`config.mk`:
```
export PLATFORM = sky130hd
export DESIGN_NAME = osd_core
export DESIGN_NICKNAME = d
export VERILOG_FILES = /design/src/pkg/osd_pkg.sv /design/src/pkg/osd_dec_if.sv /design/src/osd_core.sv /design/src/osd_decode.sv
export VERILOG_INCLUDE_DIRS = /design/src /design/src/pkg
export SDC_FILE = /design/constraint.sdc
export NUM_CORES = 1
export LEC_CHECK = 0
export BUFFER_PORTS_ARGS = -buffer_cell sky130_fd_sc_hd__buf_2
export CORE_MARGIN = 4
export CORE_UTILIZATION = 55
export CTS_CLUSTER_SIZE = 12
export DETAILED_ROUTE_END_ITERATION = 6
export HOLD_SLACK_MARGIN = 0.12
export PLACE_DENSITY = 0.74
export SYNTH_ARGS = -nofsm -noshare
export SYNTH_HDL_FRONTEND = slang
export SYNTH_HIERARCHICAL = 1
export SYNTH_SLANG_ARGS = --single-unit
```
`constraint.sdc`:
```
create_clock -name clk_i -period 6.27 [get_ports clk_i]
set_input_delay 0.627 -clock clk_i [delete_from_list [all_inputs] [get_ports clk_i]]
set_output_delay 0.627 -clock clk_i [all_outputs]
set_load 0.01 [all_outputs]
```
`src/pkg/osd_defs.svh`:
```
// Constants of the opcode subset decoder: opcodes, cycle counts, reset values
`ifndef OSD_DEFS_SVH
`define OSD_DEFS_SVH
// Single-byte opcodes
`define OSD_OPC_TRAP 8'h83
`define OSD_OPC_TRAP_RET 8'h80
`define OSD_OPC_A2X 8'h97
`define OSD_OPC_X2A 8'h9F
`define OSD_OPC_WAIT 8'h8F
// Opcode nibbles of the subtract, check and bit-branch groups
`define OSD_SUB_LO 4'h0
`define OSD_CHK_LO 4'hD
`define OSD_HI_LIT 4'hA
`define OSD_HI_DIR 4'hB
`define OSD_HI_LONG 4'hC
`define OSD_HI_OFS16 4'hD
`define OSD_HI_OFS8 4'hE
`define OSD_HI_IX 4'hF
`define OSD_HI_CHK_DIR 4'h3
`define OSD_HI_CHK_A 4'h4
`define OSD_HI_CHK_X 4'h5
`define OSD_HI_CHK_OFS8 4'h6
`define OSD_HI_CHK_IX 4'h7
`define OSD_HI_BTB 4'h0
// Cycle counts per instruction and mode
`define OSD_CYC_SUB_LIT 4'h2
`define OSD_CYC_SUB_DIR 4'h3
`define OSD_CYC_SUB_LONG 4'h4
`define OSD_CYC_SUB_OFS16 4'h5
`define OSD_CYC_SUB_OFS8 4'h4
`define OSD_CYC_SUB_IX 4'h3
`define OSD_CYC_CHK_DIR 4'h4
`define OSD_CYC_CHK_A 4'h3
`define OSD_CYC_CHK_X 4'h3
`define OSD_CYC_CHK_OFS8 4'h5
`define OSD_CYC_CHK_IX 4'h4
`define OSD_CYC_TRAP 4'hA
`define OSD_CYC_TRAP_RET 4'h9
`define OSD_CYC_MOVE 4'h2
`define OSD_CYC_WAIT 4'h2
`define OSD_CYC_BTB 4'h5
`define OSD_CYC_ILL 4'h2
// Flag register bit positions and stacked padding
`define OSD_CCR_H 4
`define OSD_CCR_I 3
`define OSD_CCR_N 2
`define OSD_CCR_Z 1
`define OSD_CCR_C 0
`define OSD_CCR_PAD 3'h7
// Reset values and fixed addresses
`define OSD_RST_PC 16'h0100
`define OSD_RST_SP 8'hFF
`define OSD_RST_CCR 5'h08
`define OSD_RST_ACC 8'h00
`define OSD_RST_X 8'h00
`define OSD_VEC_TRAP_HI 16'hFFFC
`define OSD_VEC_TRAP_LO 16'hFFFD
`define OSD_PAGE0 8'h00
`define OSD_LAST_STK 3'h4
`endif

```
`src/pkg/osd_pkg.sv`:
```
// Types shared by the opcode subset decoder modules
package osd_pkg;
  typedef enum logic [2:0] {
    MD_INH, MD_LIT, MD_DIR, MD_LONG, MD_OFS16, MD_OFS8, MD_IX, MD_BTB
  } osd_mode_e;
  typedef enum logic [3:0] {
    OP_ILL, OP_SUB, OP_CHK, OP_CHKA, OP_CHKX, OP_A2X, OP_X2A, OP_TRAP, OP_TRET, OP_WAIT, OP_BTB
  } osd_op_e;
  typedef enum logic [8:0] {
    ST_FETCH = 9'h001,
    ST_EXEC = 9'h002,
    ST_OPND = 9'h004,
    ST_MEMRD = 9'h008,
    ST_PUSH = 9'h010,
    ST_VECT = 9'h020,
    ST_PULL = 9'h040,
    ST_PAD = 9'h080,
    ST_HALT = 9'h100
  } osd_state_e;
endpackage

```
`src/pkg/osd_dec_if.sv`:
```
// Opcode in, decoded class, mode, cycle count and operand bytes out
`timescale 1ns/1ps
`default_nettype none
interface osd_dec_if;
  import osd_pkg::*;
  logic [7:0] opcode;
  osd_mode_e mode;
  osd_op_e op;
  logic [3:0] cycles;
  logic [1:0] nbytes;
  modport decoder (input opcode, output mode, output op, output cycles, output nbytes);
  modport core (output opcode, input mode, input op, input cycles, input nbytes);
endinterface
`default_nettype wire

```
`src/osd_core.sv`:
```
// Execution sequencer for the opcode subset: fetch, operands, stacking, halt
// Function
// - Subtract memory from accumulator; N,Z,C updated
// - Subtract cycles: 2,3,4,5,4,3 by mode
// - Trap advances PC, pushes five bytes
// - Trap sets mask, loads PC from vector
// - Accumulator-to-index move, no flags, two cycles
// - Index-to-accumulator move, no flags, two cycles
// - Check operand minus zero; N,Z only
// - Check cycles: 4,3,3,5,4 by mode
// - Wait clears mask and halts the core
// - 16-bit offset: high then low, plus index
// - Long absolute: address high byte then low
// - 8-bit offset byte added to index
// - Bit-branch fetches address then branch offset
// - Trap return pulls five bytes, SP pre-incremented
`timescale 1ns/1ps
`default_nettype none
`include "osd_defs.svh"
module osd_core
  import osd_pkg::*;
(
  input wire logic clk_i,
  input wire logic rst_i,
  input wire logic [7:0] mem_rdata_i,
  input wire logic wake_i,
  output logic [15:0] mem_addr_o,
  output logic mem_rd_o,
  output logic mem_wr_o,
  output logic [7:0] mem_wdata_o,
  output logic [7:0] acc_o,
  output logic [7:0] index_o,
  output logic [4:0] flags_o,
  output logic [15:0] pc_o,
  output logic [7:0] sp_o,
  output logic halted_o,
  output logic done_o,
  output logic illegal_o
);
  osd_state_e state, next_state;
  logic [3:0] cyc, next_cyc;
  logic [15:0] pc, next_pc, ea, next_ea;
  logic [7:0] sp, next_sp, acc, next_acc, x, next_x, opc, next_opc, rel, next_rel;
  logic [4:0] flag_register, next_ccr;
  logic [2:0] cnt, next_cnt;
  logic next_ill;
  logic [8:0] diff;
  logic [15:0] shifted;
  logic tested_bit;
  osd_state_e fin_state;

  osd_dec_if dec_bus();

  osd_decode u_dec (
    .d(dec_bus.decoder)
  );

  // Negative and zero flags of a byte
  function automatic logic [1:0] nz_of(input logic [7:0] v);
    nz_of = {v[7], v == 8'h00};
  endfunction

  // The decoder looks at the fetched byte during fetch, at the latched opcode after
  assign dec_bus.opcode = (state == ST_FETCH) ? mem_rdata_i : opc;
  assign fin_state = (cyc == dec_bus.cycles) ? ST_FETCH : ST_PAD;
  assign shifted = {ea[7:0], mem_rdata_i};
  assign diff = {1'b0, acc} - {1'b0, mem_rdata_i};
  assign tested_bit = mem_rdata_i[opc[3:1]];

  // Next-state and datapath decisions
  always_comb begin
    next_state = state;
    next_cyc = cyc + 4'h1;
    next_pc = pc;
    next_sp = sp;
    next_acc = acc;
    next_x = x;
    next_ccr = flag_register;
    next_opc = opc;
    next_ea = ea;
    next_rel = rel;
    next_cnt = cnt;
    next_ill = 1'b0;
    case (state)
      ST_FETCH: begin
        next_opc = mem_rdata_i;
        next_pc = pc + 16'h0001;
        next_cnt = 3'h0;
        next_ea = 16'h0000;
        case (dec_bus.mode)
          MD_LIT: begin
            next_ea = pc + 16'h0001;
            next_pc = pc + 16'h0002;
            next_state = ST_MEMRD;
          end
          MD_IX: begin
            next_ea = {`OSD_PAGE0, x};
            next_state = ST_MEMRD;
          end
          MD_DIR, MD_LONG, MD_OFS8, MD_OFS16, MD_BTB: begin
            next_state = ST_OPND;
          end
          default: begin
            if (dec_bus.op == OP_TRAP) begin
              next_state = ST_PUSH;
            end else if (dec_bus.op == OP_TRET) begin
              next_sp = sp + 8'h01;
              next_state = ST_PULL;
            end else begin
              next_state = ST_EXEC;
            end
          end
        endcase
      end
      ST_EXEC: begin
        next_state = fin_state;
        case (dec_bus.op)
          OP_A2X: next_x = acc;
          OP_X2A: next_acc = x;
          OP_CHKA: next_ccr[`OSD_CCR_N:`OSD_CCR_Z] = nz_of(acc);
          OP_CHKX: next_ccr[`OSD_CCR_N:`OSD_CCR_Z] = nz_of(x);
          OP_WAIT: begin
            next_ccr[`OSD_CCR_I] = 1'b0;
            next_state = ST_HALT;
          end
          default: next_ill = 1'b1;
        endcase
      end
      ST_OPND: begin
        next_pc = pc + 16'h0001;
        next_cnt = cnt + 3'h1;
        if ((cnt + 3'h1) < {1'b0, dec_bus.nbytes}) begin
          next_ea = shifted;
        end else begin
          next_state = ST_MEMRD;
          case (dec_bus.mode)
            MD_LONG: next_ea = shifted;
            MD_OFS16: next_ea = shifted + {`OSD_PAGE0, x};
            MD_OFS8: next_ea = {`OSD_PAGE0, mem_rdata_i} + {`OSD_PAGE0, x};
            MD_BTB: next_rel = mem_rdata_i;
            default: next_ea = {`OSD_PAGE0, mem_rdata_i};
          endcase
        end
      end
      ST_MEMRD: begin
        next_state = fin_state;
        case (dec_bus.op)
          OP_SUB: begin
            next_acc = diff[7:0];
            next_ccr[`OSD_CCR_N:`OSD_CCR_Z] = nz_of(diff[7:0]);
            next_ccr[`OSD_CCR_C] = diff[8];
          end
          OP_BTB: begin
            next_ccr[`OSD_CCR_C] = tested_bit;
            if (tested_bit ^ opc[0]) begin
              next_pc = pc + {{8{rel[7]}}, rel};
            end
          end
          default: next_ccr[`OSD_CCR_N:`OSD_CCR_Z] = nz_of(mem_rdata_i);
        endcase
      end
      ST_PUSH: begin
        next_sp = sp - 8'h01;
        next_cnt = cnt + 3'h1;
        if (cnt == `OSD_LAST_STK) begin
          next_ccr[`OSD_CCR_I] = 1'b1;
          next_cnt = 3'h0;
          next_state = ST_VECT;
        end
      end
      ST_VECT: begin
        if (cnt == 3'h0) begin
          next_pc = {mem_rdata_i, pc[7:0]};
          next_cnt = 3'h1;
        end else begin
          next_pc = {pc[15:8], mem_rdata_i};
          next_state = fin_state;
        end
      end
      ST_PULL: begin
        // flags, A, X, PC high, PC low
        case (cnt)
          3'h0: next_ccr = mem_rdata_i[4:0];
          3'h1: next_acc = mem_rdata_i;
          3'h2: next_x = mem_rdata_i;
          3'h3: next_pc = {mem_rdata_i, pc[7:0]};
          default: next_pc = {pc[15:8], mem_rdata_i};
        endcase
        if (cnt == `OSD_LAST_STK) begin
          next_state = fin_state;
        end else begin
          next_sp = sp + 8'h01;
          next_cnt = cnt + 3'h1;
        end
      end
      ST_HALT: begin
        next_cyc = cyc;
        if (wake_i) begin
          next_state = ST_FETCH;
        end
      end
      default: next_state = fin_state;
    endcase
    if (next_state == ST_FETCH) begin
      next_cyc = 4'h1;
    end
  end

  // Bus request for the coming cycle, derived from where the sequencer goes
  wire next_rd = (next_state == ST_FETCH) | (next_state == ST_OPND) | (next_state == ST_MEMRD) |
                 (next_state == ST_VECT) | (next_state == ST_PULL);
  wire next_wr = (next_state == ST_PUSH);
  wire [15:0] stack_addr = {`OSD_PAGE0, next_sp};
  wire [15:0] vect_addr = (next_cnt == 3'h0) ? `OSD_VEC_TRAP_HI : `OSD_VEC_TRAP_LO;
  wire [15:0] next_addr = (next_state == ST_FETCH || next_state == ST_OPND) ? next_pc :
                          (next_state == ST_MEMRD) ? next_ea :
                          (next_state == ST_PUSH || next_state == ST_PULL) ? stack_addr :
                          (next_state == ST_VECT) ? vect_addr : 16'h0000;
  // push order PC low, PC high, X, A, flags
  wire [7:0] next_wdata = (next_cnt == 3'h0) ? next_pc[7:0] :
                          (next_cnt == 3'h1) ? next_pc[15:8] :
                          (next_cnt == 3'h2) ? next_x :
                          (next_cnt == 3'h3) ? next_acc : {`OSD_CCR_PAD, next_ccr};
  wire next_done = (next_state == ST_FETCH) && (state != ST_HALT);
  wire next_halt = (next_state == ST_HALT);

  // Architectural state and sequencer
  always_ff @(posedge clk_i or posedge rst_i) begin
    if (rst_i) begin
      state <= ST_FETCH;
      cyc <= 4'h1;
      pc <= `OSD_RST_PC;
      sp <= `OSD_RST_SP;
      acc <= `OSD_RST_ACC;
      x <= `OSD_RST_X;
      flag_register <= `OSD_RST_CCR;
      opc <= 8'h00;
      ea <= 16'h0000;
      rel <= 8'h00;
      cnt <= 3'h0;
    end else begin
      state <= next_state;
      cyc <= next_cyc;
      pc <= next_pc;
      sp <= next_sp;
      acc <= next_acc;
      x <= next_x;
      flag_register <= next_ccr;
      opc <= next_opc;
      ea <= next_ea;
      rel <= next_rel;
      cnt <= next_cnt;
    end
  end

  // Registered memory strobes and status outputs
  always_ff @(posedge clk_i or posedge rst_i) begin
    if (rst_i) begin
      mem_addr_o <= `OSD_RST_PC;
      mem_rd_o <= 1'b1;
      mem_wr_o <= 1'b0;
      mem_wdata_o <= 8'h00;
      halted_o <= 1'b0;
      done_o <= 1'b0;
      illegal_o <= 1'b0;
    end else begin
      mem_addr_o <= next_addr;
      mem_rd_o <= next_rd;
      mem_wr_o <= next_wr;
      mem_wdata_o <= next_wr ? next_wdata : 8'h00;
      halted_o <= next_halt;
      done_o <= next_done;
      illegal_o <= next_ill;
    end
  end

  assign acc_o = acc;
  assign index_o = x;
  assign flags_o = flag_register;
  assign pc_o = pc;
  assign sp_o = sp;
endmodule
`default_nettype wire

```
`src/osd_decode.sv`:
```
// Opcode decoder: instruction class, addressing mode and total cycle count
`timescale 1ns/1ps
`default_nettype none
`include "osd_defs.svh"
module osd_decode
  import osd_pkg::*;
(
  osd_dec_if.decoder d
);
  wire [3:0] hi = d.opcode[7:4];
  wire [3:0] lo = d.opcode[3:0];

  // Address bytes that follow the opcode in each mode
  function automatic logic [1:0] mode_bytes(input osd_mode_e m);
    case (m)
      MD_DIR, MD_OFS8: mode_bytes = 2'h1;
      MD_LONG, MD_OFS16, MD_BTB: mode_bytes = 2'h2;
      default: mode_bytes = 2'h0;
    endcase
  endfunction

  // Class, mode and length lookup
  always_comb begin
    d.mode = MD_INH;
    d.op = OP_ILL;
    d.cycles = `OSD_CYC_ILL;
    if (hi == `OSD_HI_BTB) begin
      d.mode = MD_BTB;
      d.op = OP_BTB;
      d.cycles = `OSD_CYC_BTB;
    end else if (lo == `OSD_SUB_LO && hi >= `OSD_HI_LIT) begin
      d.op = OP_SUB;
      case (hi)
        `OSD_HI_LIT: begin d.mode = MD_LIT; d.cycles = `OSD_CYC_SUB_LIT; end
        `OSD_HI_DIR: begin d.mode = MD_DIR; d.cycles = `OSD_CYC_SUB_DIR; end
        `OSD_HI_LONG: begin d.mode = MD_LONG; d.cycles = `OSD_CYC_SUB_LONG; end
        `OSD_HI_OFS16: begin d.mode = MD_OFS16; d.cycles = `OSD_CYC_SUB_OFS16; end
        `OSD_HI_OFS8: begin d.mode = MD_OFS8; d.cycles = `OSD_CYC_SUB_OFS8; end
        default: begin d.mode = MD_IX; d.cycles = `OSD_CYC_SUB_IX; end
      endcase
    end else if (lo == `OSD_CHK_LO && hi >= `OSD_HI_CHK_DIR && hi <= `OSD_HI_CHK_IX) begin
      d.op = OP_CHK;
      case (hi)
        `OSD_HI_CHK_DIR: begin d.mode = MD_DIR; d.cycles = `OSD_CYC_CHK_DIR; end
        `OSD_HI_CHK_A: begin d.op = OP_CHKA; d.cycles = `OSD_CYC_CHK_A; end
        `OSD_HI_CHK_X: begin d.op = OP_CHKX; d.cycles = `OSD_CYC_CHK_X; end
        `OSD_HI_CHK_OFS8: begin d.mode = MD_OFS8; d.cycles = `OSD_CYC_CHK_OFS8; end
        default: begin d.mode = MD_IX; d.cycles = `OSD_CYC_CHK_IX; end
      endcase
    end else if (d.opcode == `OSD_OPC_TRAP) begin
      d.op = OP_TRAP;
      d.cycles = `OSD_CYC_TRAP;
    end else if (d.opcode == `OSD_OPC_TRAP_RET) begin
      d.op = OP_TRET;
      d.cycles = `OSD_CYC_TRAP_RET;
    end else if (d.opcode == `OSD_OPC_A2X) begin
      d.op = OP_A2X;
      d.cycles = `OSD_CYC_MOVE;
    end else if (d.opcode == `OSD_OPC_X2A) begin
      d.op = OP_X2A;
      d.cycles = `OSD_CYC_MOVE;
    end else if (d.opcode == `OSD_OPC_WAIT) begin
      d.op = OP_WAIT;
      d.cycles = `OSD_CYC_WAIT;
    end
  end

  assign d.nbytes = mode_bytes(d.mode);
endmodule
`default_nettype wire

```
* Yosys cells after proc, flatten, opt, wreduce, memory -nomap -nowiden *
Cells that the tools add are included.

word-level totals
  flip-flop bits (word level) = 122
  output and inout bits = 74
  word-level logic and storage cells = 205

operators by class
  add/sub/neg operators = 10
  magnitude comparators = 5
  equality and inequality tests = 56
  multiplexer cells = 86
  bitwise logic cells = 6
  reduce and logical (&&, ||, !) cells = 24

operator list
  operator                                                         number
  16-bit two-way mux                                               9
  8-bit two-way mux                                                16
  16-bit case mux with 2 select lines                              3
  16-bit case mux with 5 select lines                              1
  16-bit case mux with 4 select lines                              1
  9-bit case mux with 7 select lines                               1
  4-bit two-way mux                                                15
  9-bit two-way mux                                                6
  8-bit case mux with 3 select lines                               2
  8-bit == test, second input constant                             5
  4-bit == test, second input constant                             9
  8-bit logical NOT                                                4
  3-bit case mux with 5 select lines                               2
  4-bit by 3-bit == test with 1-bit output, second input constant  7
  3-bit by 2-bit == test with 1-bit output, second input constant  6
  9-bit by 1-bit == test with 1-bit output, second input constant  2
  9-bit by 3-bit == test with 1-bit output, second input constant  2
  9-bit by 4-bit == test with 1-bit output, second input constant  2
  9-bit by 5-bit == test with 1-bit output, second input constant  2
  9-bit by 6-bit == test with 1-bit output, second input constant  2
  9-bit by 7-bit == test with 1-bit output, second input constant  2
  9-bit == test, second input constant                             2
  3-bit two-way mux                                                6
  3-bit case mux with 3 select lines                               2
  46 further kinds                                                 78

* Longest topological paths before layout *
Gate-level depths: netlist of run 1.

  depth in word-level cells = 21
  depth in mapped cells = 23

* Modules after synthesis *
Netlist of run 1, hierarchy kept.

modules (own cells, without submodules)
  module      instances  cells each  area an instance (µm²)  sequential area each (µm²)
  osd_core    1          1119        9401.5                  3070.4
  osd_decode  1          69          446.7                   0.0

* Worst setup path after synthesis of run 1 *
No wires, ideal clock.

  path type = flip-flop to flip-flop
  from = reg state[0]
  to = reg mem_wdata_o[6]
  arrival time = 5016 ps
  data required time = 6147 ps
  slack = 1131 ps
  cell stages (with the launch flop) = 20
  path through = dfstp_2 buf_2 nor3b_1 nand3_1 clkbuf_1 clkbuf_1 o21ai_0 or4b_4 o32ai_4 a21oi_2 o31ai_2 and4bb_2 nand2b_1 mux2_4 a21o_1 a21o_1 buf_6 a221o_1 mux2_2 o221a_1

between the ends
  elaborated cells between the ends (all ways) = 106
  those cells by class = 4 x order compare; 42 x eq/ne; 48 x mux; 12 x reduce/logical

RTL lines
  item                                          RTL line          text
  from (decl)                                   osd_core.sv:40    osd_state_e state, next_state;
  from (signal assigned)                        osd_core.sv:242   state <= next_state;
  9-bit by 1-bit == test with 1-bit output (*)  osd_core.sv:64    assign dec_bus.opcode = (state == ST_FETCH) ? mem_rdata_i : opc;
  8-bit two-way mux (*)                         -
  via dec_bus.opcode[7]                         osd_dec_if.sv:6   logic [7:0] opcode;
  8-bit == test (no line)                       -
  4-bit two-way mux                             osd_decode.sv:59  end else if (d.opcode == `OSD_OPC_X2A) begin
  4-bit two-way mux                             osd_decode.sv:56  end else if (d.opcode == `OSD_OPC_A2X) begin
  4-bit two-way mux                             osd_decode.sv:53  end else if (d.opcode == `OSD_OPC_TRAP_RET) begin
  4-bit two-way mux                             osd_decode.sv:50  end else if (d.opcode == `OSD_OPC_TRAP) begin
  [2 not listed]                                -
  4-bit two-way mux (*)                         osd_decode.sv:27  if (hi == `OSD_HI_BTB) begin
  via dec_bus.op[1]                             osd_dec_if.sv:8   osd_op_e op;
  4-bit == test (*)                             osd_core.sv:147   case (dec_bus.op)
  16-bit two-way mux (*)                        osd_core.sv:147
  16-bit case mux with 5 select lines (*)       osd_core.sv:84    case (state)
  via next_pc[6]                                osd_core.sv:42    logic [15:0] pc, next_pc, ea, next_ea;
  8-bit two-way mux (*)                         osd_core.sv:220   wire [7:0] next_wdata = (next_cnt == 3'h0) ? next_pc[7:0] :
  8-bit two-way mux (*)                         osd_core.sv:270   mem_wdata_o <= next_wr ? next_wdata : 8'h00;
  to (signal assigned)                          osd_core.sv:270
  to (decl)                                     osd_core.sv:30    output logic [7:0] mem_wdata_o,

Mark *: on every way through the listed nets, which the timed path passes. The rest lies on a longest branch.
A chain may end at the register's enable or synchronous reset.

* Worst setup path after layout of run 1 *
Same ends and word-level chain as after synthesis.

==> results of run 1 <==
[per-stage QoR]
stage / setup slack, ns / instance area [sq um]
6_report: 0.293 / 11100
2_1_floorplan: 1.13 / 9850
4_1_cts: 0.326 / 11000
3_3_place_gp: 0.525 / 10500
3_5_place_dp: 0.406 / 10500
5_1_grt: -0.000201 / 11100
[logic make-up (layout without fill, tap and decap cells)]
kind of cell,Yosys count,in the layout,share of synthesized area
fa+ha+maj,48,48,0.0633
compound gates,388,388,0.270
xor+xnor,57,57,0.0507
buf+inv,115,189,0.0485
mux,25,25,0.0307
simple gates,433,433,0.225
flops,122,122,0.312
[routing by layer]
metal | share of wire | track usage | vias to the layer above
met3 | 0.13 | 0.102 | 134
met1 | 0.41 | 0.540 | 4952
li1 | - | - | 4552
met5 | 0 | 0 | -
met2 | 0.42 | 0.538 | 749
met4 | 0.050 | 0.171 | 0
[placed cells by master (no fill, tap or decap), types with 11 or more instances in the layout]
cell type	netlist	routed
a31oi_1	12	12
mux2_2	12	12
nor2_1	97	97
a21oi_1	84	84
a221o_1	11	11
and3_1	13	13
a211oi_1	12	12
ha_1	45	45
xor2_1	26	26
o21ai_0	78	76
buf_4	0	27
nor3_1	30	29
clkbuf_16	0	17
dfrtp_1	108	108
nand4_1	12	12
inv_1	42	41
a22oi_1	31	31
buf_2	25	84
nand2b_1	18	18
nand2_1	138	138
nor2b_1	14	14
xnor2_1	31	31
o22ai_1	14	14
a221oi_1	14	13
o21ai_1	10	12
dfstp_2	14	14
nand3_1	35	35
a21o_1	17	17
o21a_1	11	11
[registers in the layout (all words and copies together), names as in the netlist, 9 cells and up]
signal and count:
ea 16, pc_o 16, state 9, mem_addr_o 16
[power breakdown]
| part | total, mW | switching, mW | internal [mW] |
|---|---|---|---|
| clock | 1.00 | 0.395 | 0.607 |
| combinational | 2.02 | 1.29 | 0.734 |
| sequential | 1.24 | 0.264 | 0.976 |
| total | 4.26 | 1.95 | 2.32 |
[worst max-delay path, cell delays in order (launching register included)]
cell and delay (ns):
dfstp_2 0.63, nor3b_1 0.42, nand3_1 0.45, buf_4 0.36, nand2_1 0.08, o21ai_0 0.14
or4b_4 0.60, o32ai_4 0.29, a21oi_2 0.09, o31ai_2 0.24, buf_4 0.20, and4bb_2 0.32
nand2b_1 0.08, mux2_4 0.33, a21o_1 0.23, a21o_1 0.34, a221o_1 0.54, mux2_2 0.31
o221a_1 0.20
[worst max-delay path by stage]
stage | from | depth (start not counted) | to | slack [ns]
finish | state[0]$_DFF_PP1_ | 18 | mem_wdata_o[6]$_DFF_PP0_ | 0.29
global route | state[0]$_DFF_PP1_ | 18 | mem_wdata_o[2]$_DFF_PP0_ | -0.0002
CTS | state[0]$_DFF_PP1_ | 17 | mem_wdata_o[2]$_DFF_PP0_ | 0.33
detailed placement | state[0]$_DFF_PP1_ | 17 | mem_wdata_o[2]$_DFF_PP0_ | 0.41
global placement | state[6]$_DFF_PP0_ | 17 | mem_wdata_o[3]$_DFF_PP0_ | 0.52
floorplan | state[0]$_DFF_PP1_ | 19 | mem_wdata_o[6]$_DFF_PP0_ | 1.13
[timing repair]
item | 4_1_cts | 5_1_grt
setup endpoints to repair | 0 | 5
endpoints found under the hold margin | 0 | 0
gates resized for setup | 0 | 6
[area by class of cell]
cell class              instances  area, sq um
clock buffers                  22          464
clock inverters                10          119
fillers                      1547         6360
inverters                      46          175
multi-input cells             951         6320
flip-flops and latches        122         3070
well taps                     225          282
repair buffers                111          623
==> impl_results.md, run 1 <==
- Status: finished clean
- Synth area leaders: dfrtp_1, ha_1, nand2_1
- Worst-margin pin slew: 0.985 ns
- Capture point of the worst reg-to-reg path: mem_wdata_o[6]$_DFF_PP0_
- Critical path capture point type: flip-flop
- Starting Density: 0.565
- Reg2reg setup slack: 0.29 ns
- Vias/cell: 6.99
- Asr flop ratio synth: 1.00
- Synth area leader: dfrtp_1
- Mean Syn Cell Area: 8.29 sq um
- Rows: 48
- F_max: 167 MHz
- Kind of critical path: reg2reg
- Fin crit share: 0.953
- Register bit total from synthesis: 122
- Largest net degree at the start of global routing: 74
- Pwr Density: 386 nW/um^2
- Slew Viols, Final: 0
- Via count: 10.4k
- Total track usage: 0.379
- Yosys top cell area share: 0.274
- Post-DP HPWL: 27700 um
- Num CTS Buffers: 17
- Total Wirelength: 38200 um
- VDD IR-drop max: 0.262 mV
- Most instantiated cells after synthesis: nand2_1, dfrtp_1, nor2_1
- Nets@finish: 1308
- Placed Cells: 1455
- Synth cell types: 101
- Reg2reg start: state[0]$_DFF_PP1_
- Setup TNS: 0 ns
- Count of final hold-check violations: 0
- Synthesized area: 9850 sq um
- Yosys warnings: 6
- Setup repair after global routing missed its margin: true
- Post-Layout Cell Count: 1487
- Skew final: 0.0124 ns
- Initial antenna violation count: 0
- Seq/Total Area, Yosys: 0.312
- CP required: 6.59 ns
- MaxCap Viol Count: 0
- DRT iter0 DRCs: 1461
- Syn_nets: 1247
- First-pass GRT wire length: 58100 um
- Layout cells sized above 1: 0.168
- Bufs on Longest Clock Path: 2
- Total Power: 4.26 mW
- Top FF cell, synth: dfrtp_1
- Port Buffer Count: 84
- CP max FO: 15
- Postcts setup bufs: 0
- Die Height: 142 um
- Mapped Cells: 1188
- Ant diodes: 0
- Clock root cell: clkbuf_16
- GR Overflow Total: 0
- Clk_lat worst skew: 0.44 ns
- Min-delay worst type: in2async
- Final hold slack: 0.407 ns
- Final setup violating endpoints: 0
- Worst slew margin: 0.338
- Fin crit period: 5.98 ns
- Final Core Density: 0.635
- CTS tree: built
- Num Clock Sinks: 122
- Post-DR wirelength/cell: 25.7 um
- Top-count cell post-synth: nand2_1
- Post-synth EDFFs: 0
- Global placer's final weighted congestion: 1.04
- Clock-pin slew on the worst setup and hold paths: 0.06 ns
- Pleak: 4.93 nW
- CTS Hold Bufs: 0
- Drt drc: 0
- Vias in the first global route: 9526
- I/O pin total: 85
- # H-tree levels: 4
- Crit path DAT: 6.30 ns
- Synthesis-to-finish area growth: 12.2%
- Core region area: 17400 sq um
- R2R depth: 18
- Type of origin of the critical path: flip-flop
- TritonRoute pass-1 iters: 6
- Full die area: 20100 sq um
- Die width: 142 um
- Routed Antenna Nets: 0
No activity file was read; power rests on OpenSTA's default activity.
==> run 2, diff against run 1 <==
--- a/config.mk
+++ b/config.mk
@@ -12,7 +12,7 @@
 export CTS_CLUSTER_SIZE = 12
 export DETAILED_ROUTE_END_ITERATION = 6
 export HOLD_SLACK_MARGIN = 0.12
-export PLACE_DENSITY = 0.74
+export PLACE_DENSITY = 0.73
 export SYNTH_ARGS = -nofsm -noshare
 export SYNTH_HDL_FRONTEND = slang
 export SYNTH_HIERARCHICAL = 1
==> constraint.sdc (replaced) <==
create_clock -name clk_i -period 5.6 [get_ports clk_i]
set_input_delay 0.56 -clock clk_i [delete_from_list [all_inputs] [get_ports clk_i]]
set_output_delay 0.56 -clock clk_i [all_outputs]
set_load 0.01 [all_outputs]
==> run 2 against run 1 <==
  * Flip-flop and latch count unchanged
  * First-iteration DRC count is 8.8% higher
  * Register-to-register slack barely moved
  * Sequential power increased by 12%
  * Routed wire length up 2.4%
  * Clock power grew 4%
  * Power increased by 11%
  * Count of clock-buffer cells in the layout increased by 1
  * Critical endpoint is now mem_wdata_o[4]$_DFF_PP0_
  * Largest power group unchanged
  * Highest routed layer is now met5
==> impl_results.md, run 2 (same netlist as run 1, synthesis figures left out) <==
- Status: finished clean
- Slew Viols, Final: 0 (unchanged)
- Fin crit share: 0.950 (-0.00357)
- Ant diodes: 0 (unchanged)
- GR Overflow Total: 0 (unchanged)
- Worst slew margin: 0.345 (+0.00705)
- Die width: 142 um (unchanged)
- Port Buffer Count: 84 (unchanged)
- Count of final hold-check violations: 0 (unchanged)
- Total Power: 4.73 mW (+11%)
- Nets@finish: 1323 (+1.1%)
- # H-tree levels: 4 (unchanged)
- Setup crit end: mem_wdata_o[4]$_DFF_PP0_
- Capture point of the worst reg-to-reg path: mem_wdata_o[4]$_DFF_PP0_
- Reg2reg start: state[0]$_DFF_PP1_
- Vias in the first global route: 9763 (+2.5%)
- Kind of critical path: reg2reg
- Gate power share: 0.486 (+0.012)
- Min-delay worst type: in2async
- Setup TNS: 0 ns (unchanged)
- Crit-path max cell delay: 0.63 ns (about the same)
- Crit path DAT: 5.59 ns (-0.71 ns)
- Total Wirelength: 39100 um (+2.4%)
- Clock power frac: 0.220 (-0.015)
- Crit-path cells: nor3b_2 -> nand3_1 -> buf_4 -> nand2_1 -> o21ai_0 -> buf_4 -> nor4_4 -> and2_0 -> o21a_1 -> a211oi_4 -> and4bb_2 -> nand2b_1 -> mux2_4 -> a21o_1 -> a21o_1 -> o21bai_1 -> a21oi_1 -> a221oi_1
- Num CTS Buffers: 17 (unchanged)
- CTS tree: built
- Critical path capture point type: flip-flop
- First-pass GRT wire length: 59300 um (+2.1%)
- VDD IR-drop max: 0.311 mV (+18%)
- Clock-pin slew on the worst setup and hold paths: 0.06 ns (about the same)
- Largest net degree at the start of global routing: 70 (-5.4%)
- Via count: 10.4k (+0.20%)
- Post-DR wirelength/cell: 26.0 um (+1.4%)
- DRT iter0 DRCs: 1589 (+8.8%)
- Starting Density: 0.565 (unchanged)
- Vias/cell: 6.93 (-0.80%)
- Skew final: 0.0105 ns (-0.00186 ns)
- F_max: 188 MHz (+12%)
- Layout cells sized above 1: 0.177 (+0.00899)
- Core region area: 17400 sq um (unchanged)
- Type of origin of the critical path: flip-flop
- MaxCap Viol Count: 0 (unchanged)
- Switch Pwr: 2.19 mW (+12%)
- Slowest-stage cell, CP: dfstp_2
- Final setup violating endpoints: 0 (unchanged)
- Sw frac: 0.463 (+0.00615)
- Die Height: 142 um (unchanged)
- Full die area: 20100 sq um (unchanged)
- Num Clock Sinks: 122 (unchanged)
- Fin crit period: 5.32 ns (-0.659 ns)
- Post-place instance area: 10500 sq um (+0.93%)
- Critical path origin: state[0]$_DFF_PP1_
- Commonest non-fill, non-tap cell in the layout: nand2_1
- Initial antenna violation count: 1 (+1)
- Design area: 11100 sq um (+0.65%)
- Rows: 48 (unchanged)
- # fillers: 1514 (-2.1%)
- Bufs on Longest Clock Path: 2 (unchanged)
- TritonRoute pass-1 iters: 6 (unchanged)
- Pleak: 4.98 nW (+1.1%)
- Synthesis-to-finish area growth: 13.0%
- Pwr Density: 425 nW/um^2 (+10%)
- Int Pwr: 2.54 mW (+9.7%)
- Total track usage: 0.390 (+0.0107)
- Global placer's final weighted congestion: 1.01 (-2.7%)
- CTS Hold Bufs: 0 (unchanged)
- R2R depth: 18 (unchanged)
- Clk_lat worst skew: 0.43 ns (about the same)
- I/O pin total: 85 (unchanged)
- Most frequent cells in the layout: nand2_1, dfrtp_1, nor2_1, a21oi_1, buf_2
- Reg2reg setup slack: 0.28 ns (about the same)
- Seq pwr share: 0.294 (+0.003)
- Drt drc: 0 (unchanged)
- Clock root cell: clkbuf_16
- Routed Antenna Nets: 0 (unchanged)
- Post-DP HPWL: 29000 um (+4.6%)
- CP required: 5.87 ns (-0.72 ns)
- CP max FO: 26 (+11)
- Worst-margin pin slew: 0.977 ns (-0.00817 ns)
-- run 2: changes by cell type in the layout (fill, tap and decap cells not counted), sizes merged --
cell      change
buf          +15
bufinv        -2
clkbuf        +1
clkinv        -1
clkinvlp      +2
-- run 2: power groups by stage --
stage	Clock, mW	Sequential (mW)	Combinational, mW
4_1_cts	1.04	1.38	2.22
5_1_grt	1.09	1.41	2.47
3_3_place_gp	0	1.39	2.19
3_5_place_dp	0	1.39	2.21
2_1_floorplan	0	1.29	1.52
6_report	1.04	1.39	2.30
-- run 2: area by class of cell --
| cell class | count | area, sq um | area share |
|---|---|---|---|
| Timing Repair Buffer | 126 | 736 | 0.0661 |
| Clock buffer | 23 | 478 | 0.0430 |
| Multi-Input combinational cell | 951 | 6310 | 0.568 |
| Inverter | 46 | 175 | 0.0157 |
| Clock inverter | 9 | 68.8 | 0.00619 |
| Tap cell | 225 | 282 | 0.0253 |
| Sequential cell | 122 | 3070 | 0.276 |
-- run 2: critical path: cells and delay by family (launching register included) --
family,cells,cell delay [ns]
buffers and inverters,2,0.41
AND/OR/NAND/NOR,7,1.75
multiplexers,1,0.34
flip-flops,1,0.63
AO/OA/AOI/OAI,8,1.99
-- run 2: worst min path at each step --
stage	from	end	slack (ns)	cells after the start
floorplan	ea[8]$_DFF_PP0_	ea[8]$_DFF_PP0_	0.48	2
finish	rst_i	opc[4]$_DFF_PP0_	0.24	2
detailed placement	rel[4]$_DFFE_PP0P_	rel[4]$_DFFE_PP0P_	0.50	1
global placement	rel[0]$_DFFE_PP0P_	rel[0]$_DFFE_PP0P_	0.49	1
CTS	rst_i	opc[4]$_DFF_PP0_	0.26	2
global route	rst_i	opc[2]$_DFF_PP0_	0.30	2
-- run 2: what timing repair did --
item | in CTS | in global routing
endpoints found under the setup margin | 0 | 14
setup buffers | 0 | 2
resized for setup | 0 | 8
-- run 2: through the flow --
stage	instances	worst slack, ns	hold slack (ns)	util
2_1_floorplan	1188	0.461	0.480	-
3_3_place_gp	1468	0.220	0.495	0.606
3_5_place_dp	1468	0.197	0.501	0.606
4_1_cts	1500	0.142	0.263	0.637
5_1_grt	1502	-0.0283	0.300	0.639
6_report	1502	0.281	0.236	0.639
-- run 2: metal layers --
layer | routed length (um) | vias to the layer above | GRT usage
met2 | 16700 | 782 | 0.560
met3 | 4940 | 156 | 0.134
met1 | 15400 | 4882 | 0.532
li1 | - | 4584 | -
met4 | 1970 | 4 | 0.170
met5 | 98 | - | 0.0175
==> run 3, diff against run 2 <==
--- a/config.mk
+++ b/config.mk
@@ -7,12 +7,13 @@
 export NUM_CORES = 1
 export LEC_CHECK = 0
 export BUFFER_PORTS_ARGS = -buffer_cell sky130_fd_sc_hd__buf_2
+export CORE_ASPECT_RATIO = 0.6
 export CORE_MARGIN = 4
-export CORE_UTILIZATION = 55
+export CORE_UTILIZATION = 35
 export CTS_CLUSTER_SIZE = 12
 export DETAILED_ROUTE_END_ITERATION = 6
 export HOLD_SLACK_MARGIN = 0.12
-export PLACE_DENSITY = 0.73
+export PLACE_DENSITY = 0.51
 export SYNTH_ARGS = -nofsm -noshare
 export SYNTH_HDL_FRONTEND = slang
 export SYNTH_HIERARCHICAL = 1
==> run 3 against run 2 <==
  * The run now ends with design-rule violations left
  * Sequential power about the same
  * Critical path depth did not move
  * Worst hold slack gained 0.037 ns
  * Cell area up 3.1%
  * Fmax rose by 1.3%
  * Clock power grew 6%
  * Combinational power grew 3%
  * Routed wire length is 13% higher
==> impl_results.md, run 3 (same netlist as run 1, synthesis figures left out) <==
- Num CTS Buffers: 17 (unchanged)
- Final setup violating endpoints: 0 (unchanged)
- Final setup margin: 0.350 ns (+0.0685 ns)
- Initial antenna violation count: 3 (+2)
- Post-DP HPWL: 33700 um (+16%)
- Routed Antenna Nets: 0 (unchanged)
- Type of origin of the critical path: flip-flop
- Reg2reg start: state[0]$_DFF_PP1_
- Worst slew margin: 0.318 (-0.0270)
- Min-delay worst type: in2async
- Rows: 47 (-2.1%)
- # H-tree levels: 4 (unchanged)
- Synthesis-to-finish area growth: 16.5%
- Total track usage: 0.282 (-0.108)
- I/O pin total: 85 (unchanged)
- Crit path DAT: 5.55 ns (-0.04 ns)
- Drt drc: 3 (+3)
- F_max: 190 MHz (+1.3%)
- Die Height: 138 um (-2.7%)
- Ant diodes: 0 (unchanged)
- R2R depth: 18 (unchanged)
- CP required: 5.90 ns (+0.03 ns)
- Capture point of the worst reg-to-reg path: mem_wdata_o[7]$_DFF_PP0_
- Nets@finish: 1342 (+1.4%)
- Slew Viols, Final: 0 (unchanged)
- Vias in the first global route: 9500 (-2.7%)
- Vias/cell: 6.23 (-10%)
- Total Wirelength: 44200 um (+13%)
- Starting Density: 0.356 (-0.209)
- DRT iter0 DRCs: 1382 (-13%)
- Slowest-stage cell, CP: or4bb_1
- Largest net degree at the start of global routing: 83 (+19%)
- VDD IR-drop max: 0.225 mV (-27%)
- Die width: 225 um (+58%)
- TritonRoute pass-1 iters: 7 (+1)
- Layout cells sized above 1: 0.192 (+0.0152)
- Setup repair after global routing missed its margin: false
- Setup TNS: 0 ns (unchanged)
- Worst-margin pin slew: 1.02 ns (+0.0379 ns)
- CP max FO: 17 (-35%)
- Status: complete, but fails checks
- Most frequent cells in the layout: nand2_1, dfrtp_1, nor2_1, a21oi_1, buf_2
- Setup crit end: mem_wdata_o[7]$_DFF_PP0_
- CTS Hold Bufs: 0 (unchanged)
- Clk_lat worst skew: 0.44 ns (about the same)
- Num Clock Sinks: 122 (unchanged)
- Kind of critical path: reg2reg
- Global placer's final weighted congestion: 1.01 (-0.16%)
- Skew final: 0.0120 ns (+0.00147 ns)
- Commonest non-fill, non-tap cell in the layout: nand2_1
- Critical path capture point type: flip-flop
- Pwr Density: 424 nW/um^2 (-0.36%)
- # fillers: 2834 (+87%)
- Post-DR wirelength/cell: 26.6 um (+2.0%)
- Fin crit share: 0.938 (-0.0122)
- Clock-pin slew on the worst setup and hold paths: 0.06 ns (about the same)
- Core region area: 27600 sq um (+59%)
- Bufs on Longest Clock Path: 2 (unchanged)
- Violated checks: design-rule violations
- Pre-CTS WS: 0.240 ns (+0.0432 ns)
- Crit-path max cell delay: 0.61 ns (-0.02 ns)
- GR Overflow Total: 0 (unchanged)
- Full die area: 31000 sq um (+54%)
- CTS tree: built
- Via count: 10.4k (-0.43%)
- Critical path origin: state[0]$_DFF_PP1_
- Count of final hold-check violations: 0 (unchanged)
- Port Buffer Count: 84 (unchanged)
- Crit-path cells: nor3b_2 -> nand3_1 -> buf_4 -> o21ai_0 -> buf_4 -> or4bb_1 -> mux2i_1 -> nand2b_1 -> nand3b_1 -> nand2b_1 -> or3_1 -> a2bb2oi_1 -> nand2_1 -> a222oi_1 -> a21bo_2 -> mux2_2 -> o21ai_1 -> a31oi_1
- Clock root cell: clkbuf_16
- Pleak: 5.11 nW (+2.6%)
- Fin crit period: 5.25 ns (-0.0685 ns)
- MaxCap Viol Count: 0 (unchanged)
- Reg2reg setup slack: 0.35 ns (+0.07 ns)
- First-pass GRT wire length: 64100 um (+8.1%)
run 3: worst max-delay path: cells and delay by family, from the launching register on:
kind / cells / cell delay [ns]
buf+inv: 2 / 0.42
simple gates: 8 / 2.35
mux: 2 / 0.46
compound gates: 6 / 1.35
flops: 1 / 0.52
run 3: per-layer routing:
| layer | up-vias | share of wire | track usage |
|---|---|---|---|
| met1 | 5029 | 0.48 | 0.437 |
| met2 | 644 | 0.36 | 0.344 |
| met4 | 4 | 0.017 | 0.0592 |
| met5 | - | 0.00061 | 0 |
| met3 | 56 | 0.14 | 0.131 |
| li1 | 4630 | - | - |
run 3: worst min path at each step:
stage	startpoint	endpoint	slack, ns	cells past startpoint
floorplan	ea[8]$_DFF_PP0_	ea[8]$_DFF_PP0_	0.48	2
global placement	rel[0]$_DFFE_PP0P_	rel[0]$_DFFE_PP0P_	0.50	1
detailed placement	rel[2]$_DFFE_PP0P_	rel[2]$_DFFE_PP0P_	0.50	1
CTS	rst_i	opc[0]$_DFF_PP0_	0.32	2
global route	rst_i	opc[0]$_DFF_PP0_	0.34	2
finish	rst_i	opc[0]$_DFF_PP0_	0.27	2
run 3: per-stage QoR:
stage / total power, mW / hold WS [ns] / util / cells / area, sq um
after floorplan: 2.81 / 0.480 / - / 1188 / 9850
after global placement: 3.69 / 0.496 / 0.393 / 1629 / 10900
after detailed placement: 3.68 / 0.501 / 0.393 / 1629 / 10900
after CTS: 4.79 / 0.320 / 0.414 / 1661 / 11400
after global routing: 5.12 / 0.336 / 0.415 / 1663 / 11500
final: 4.86 / 0.273 / 0.415 / 1663 / 11500
run 3: final cells by class:
cell class                      instances  area [sq um]  share of cell area
Multi-Input combinational cell        951          6310               0.550
Sequential cell                       122          3070               0.268
Timing Repair Buffer                  145           878              0.0766
Tap cell                              367           459              0.0400
Clock buffer                           19           453              0.0395
Inverter                               46           178              0.0155
Clock inverter                         13           119              0.0104
run 3: repair_timing:
item	in CTS	in global routing
gates resized for setup	0	2
setup buffers	0	2
endpoints found under the setup margin	0	6
run 3: where the power goes:
part	leakage (nW)	switching [mW]	total [mW]	internal, mW
clock network	0.283	0.460	1.10	0.635
logic	3.25	1.51	2.37	0.861
registers	1.58	0.297	1.39	1.09
total	5.11	2.27	4.86	2.59
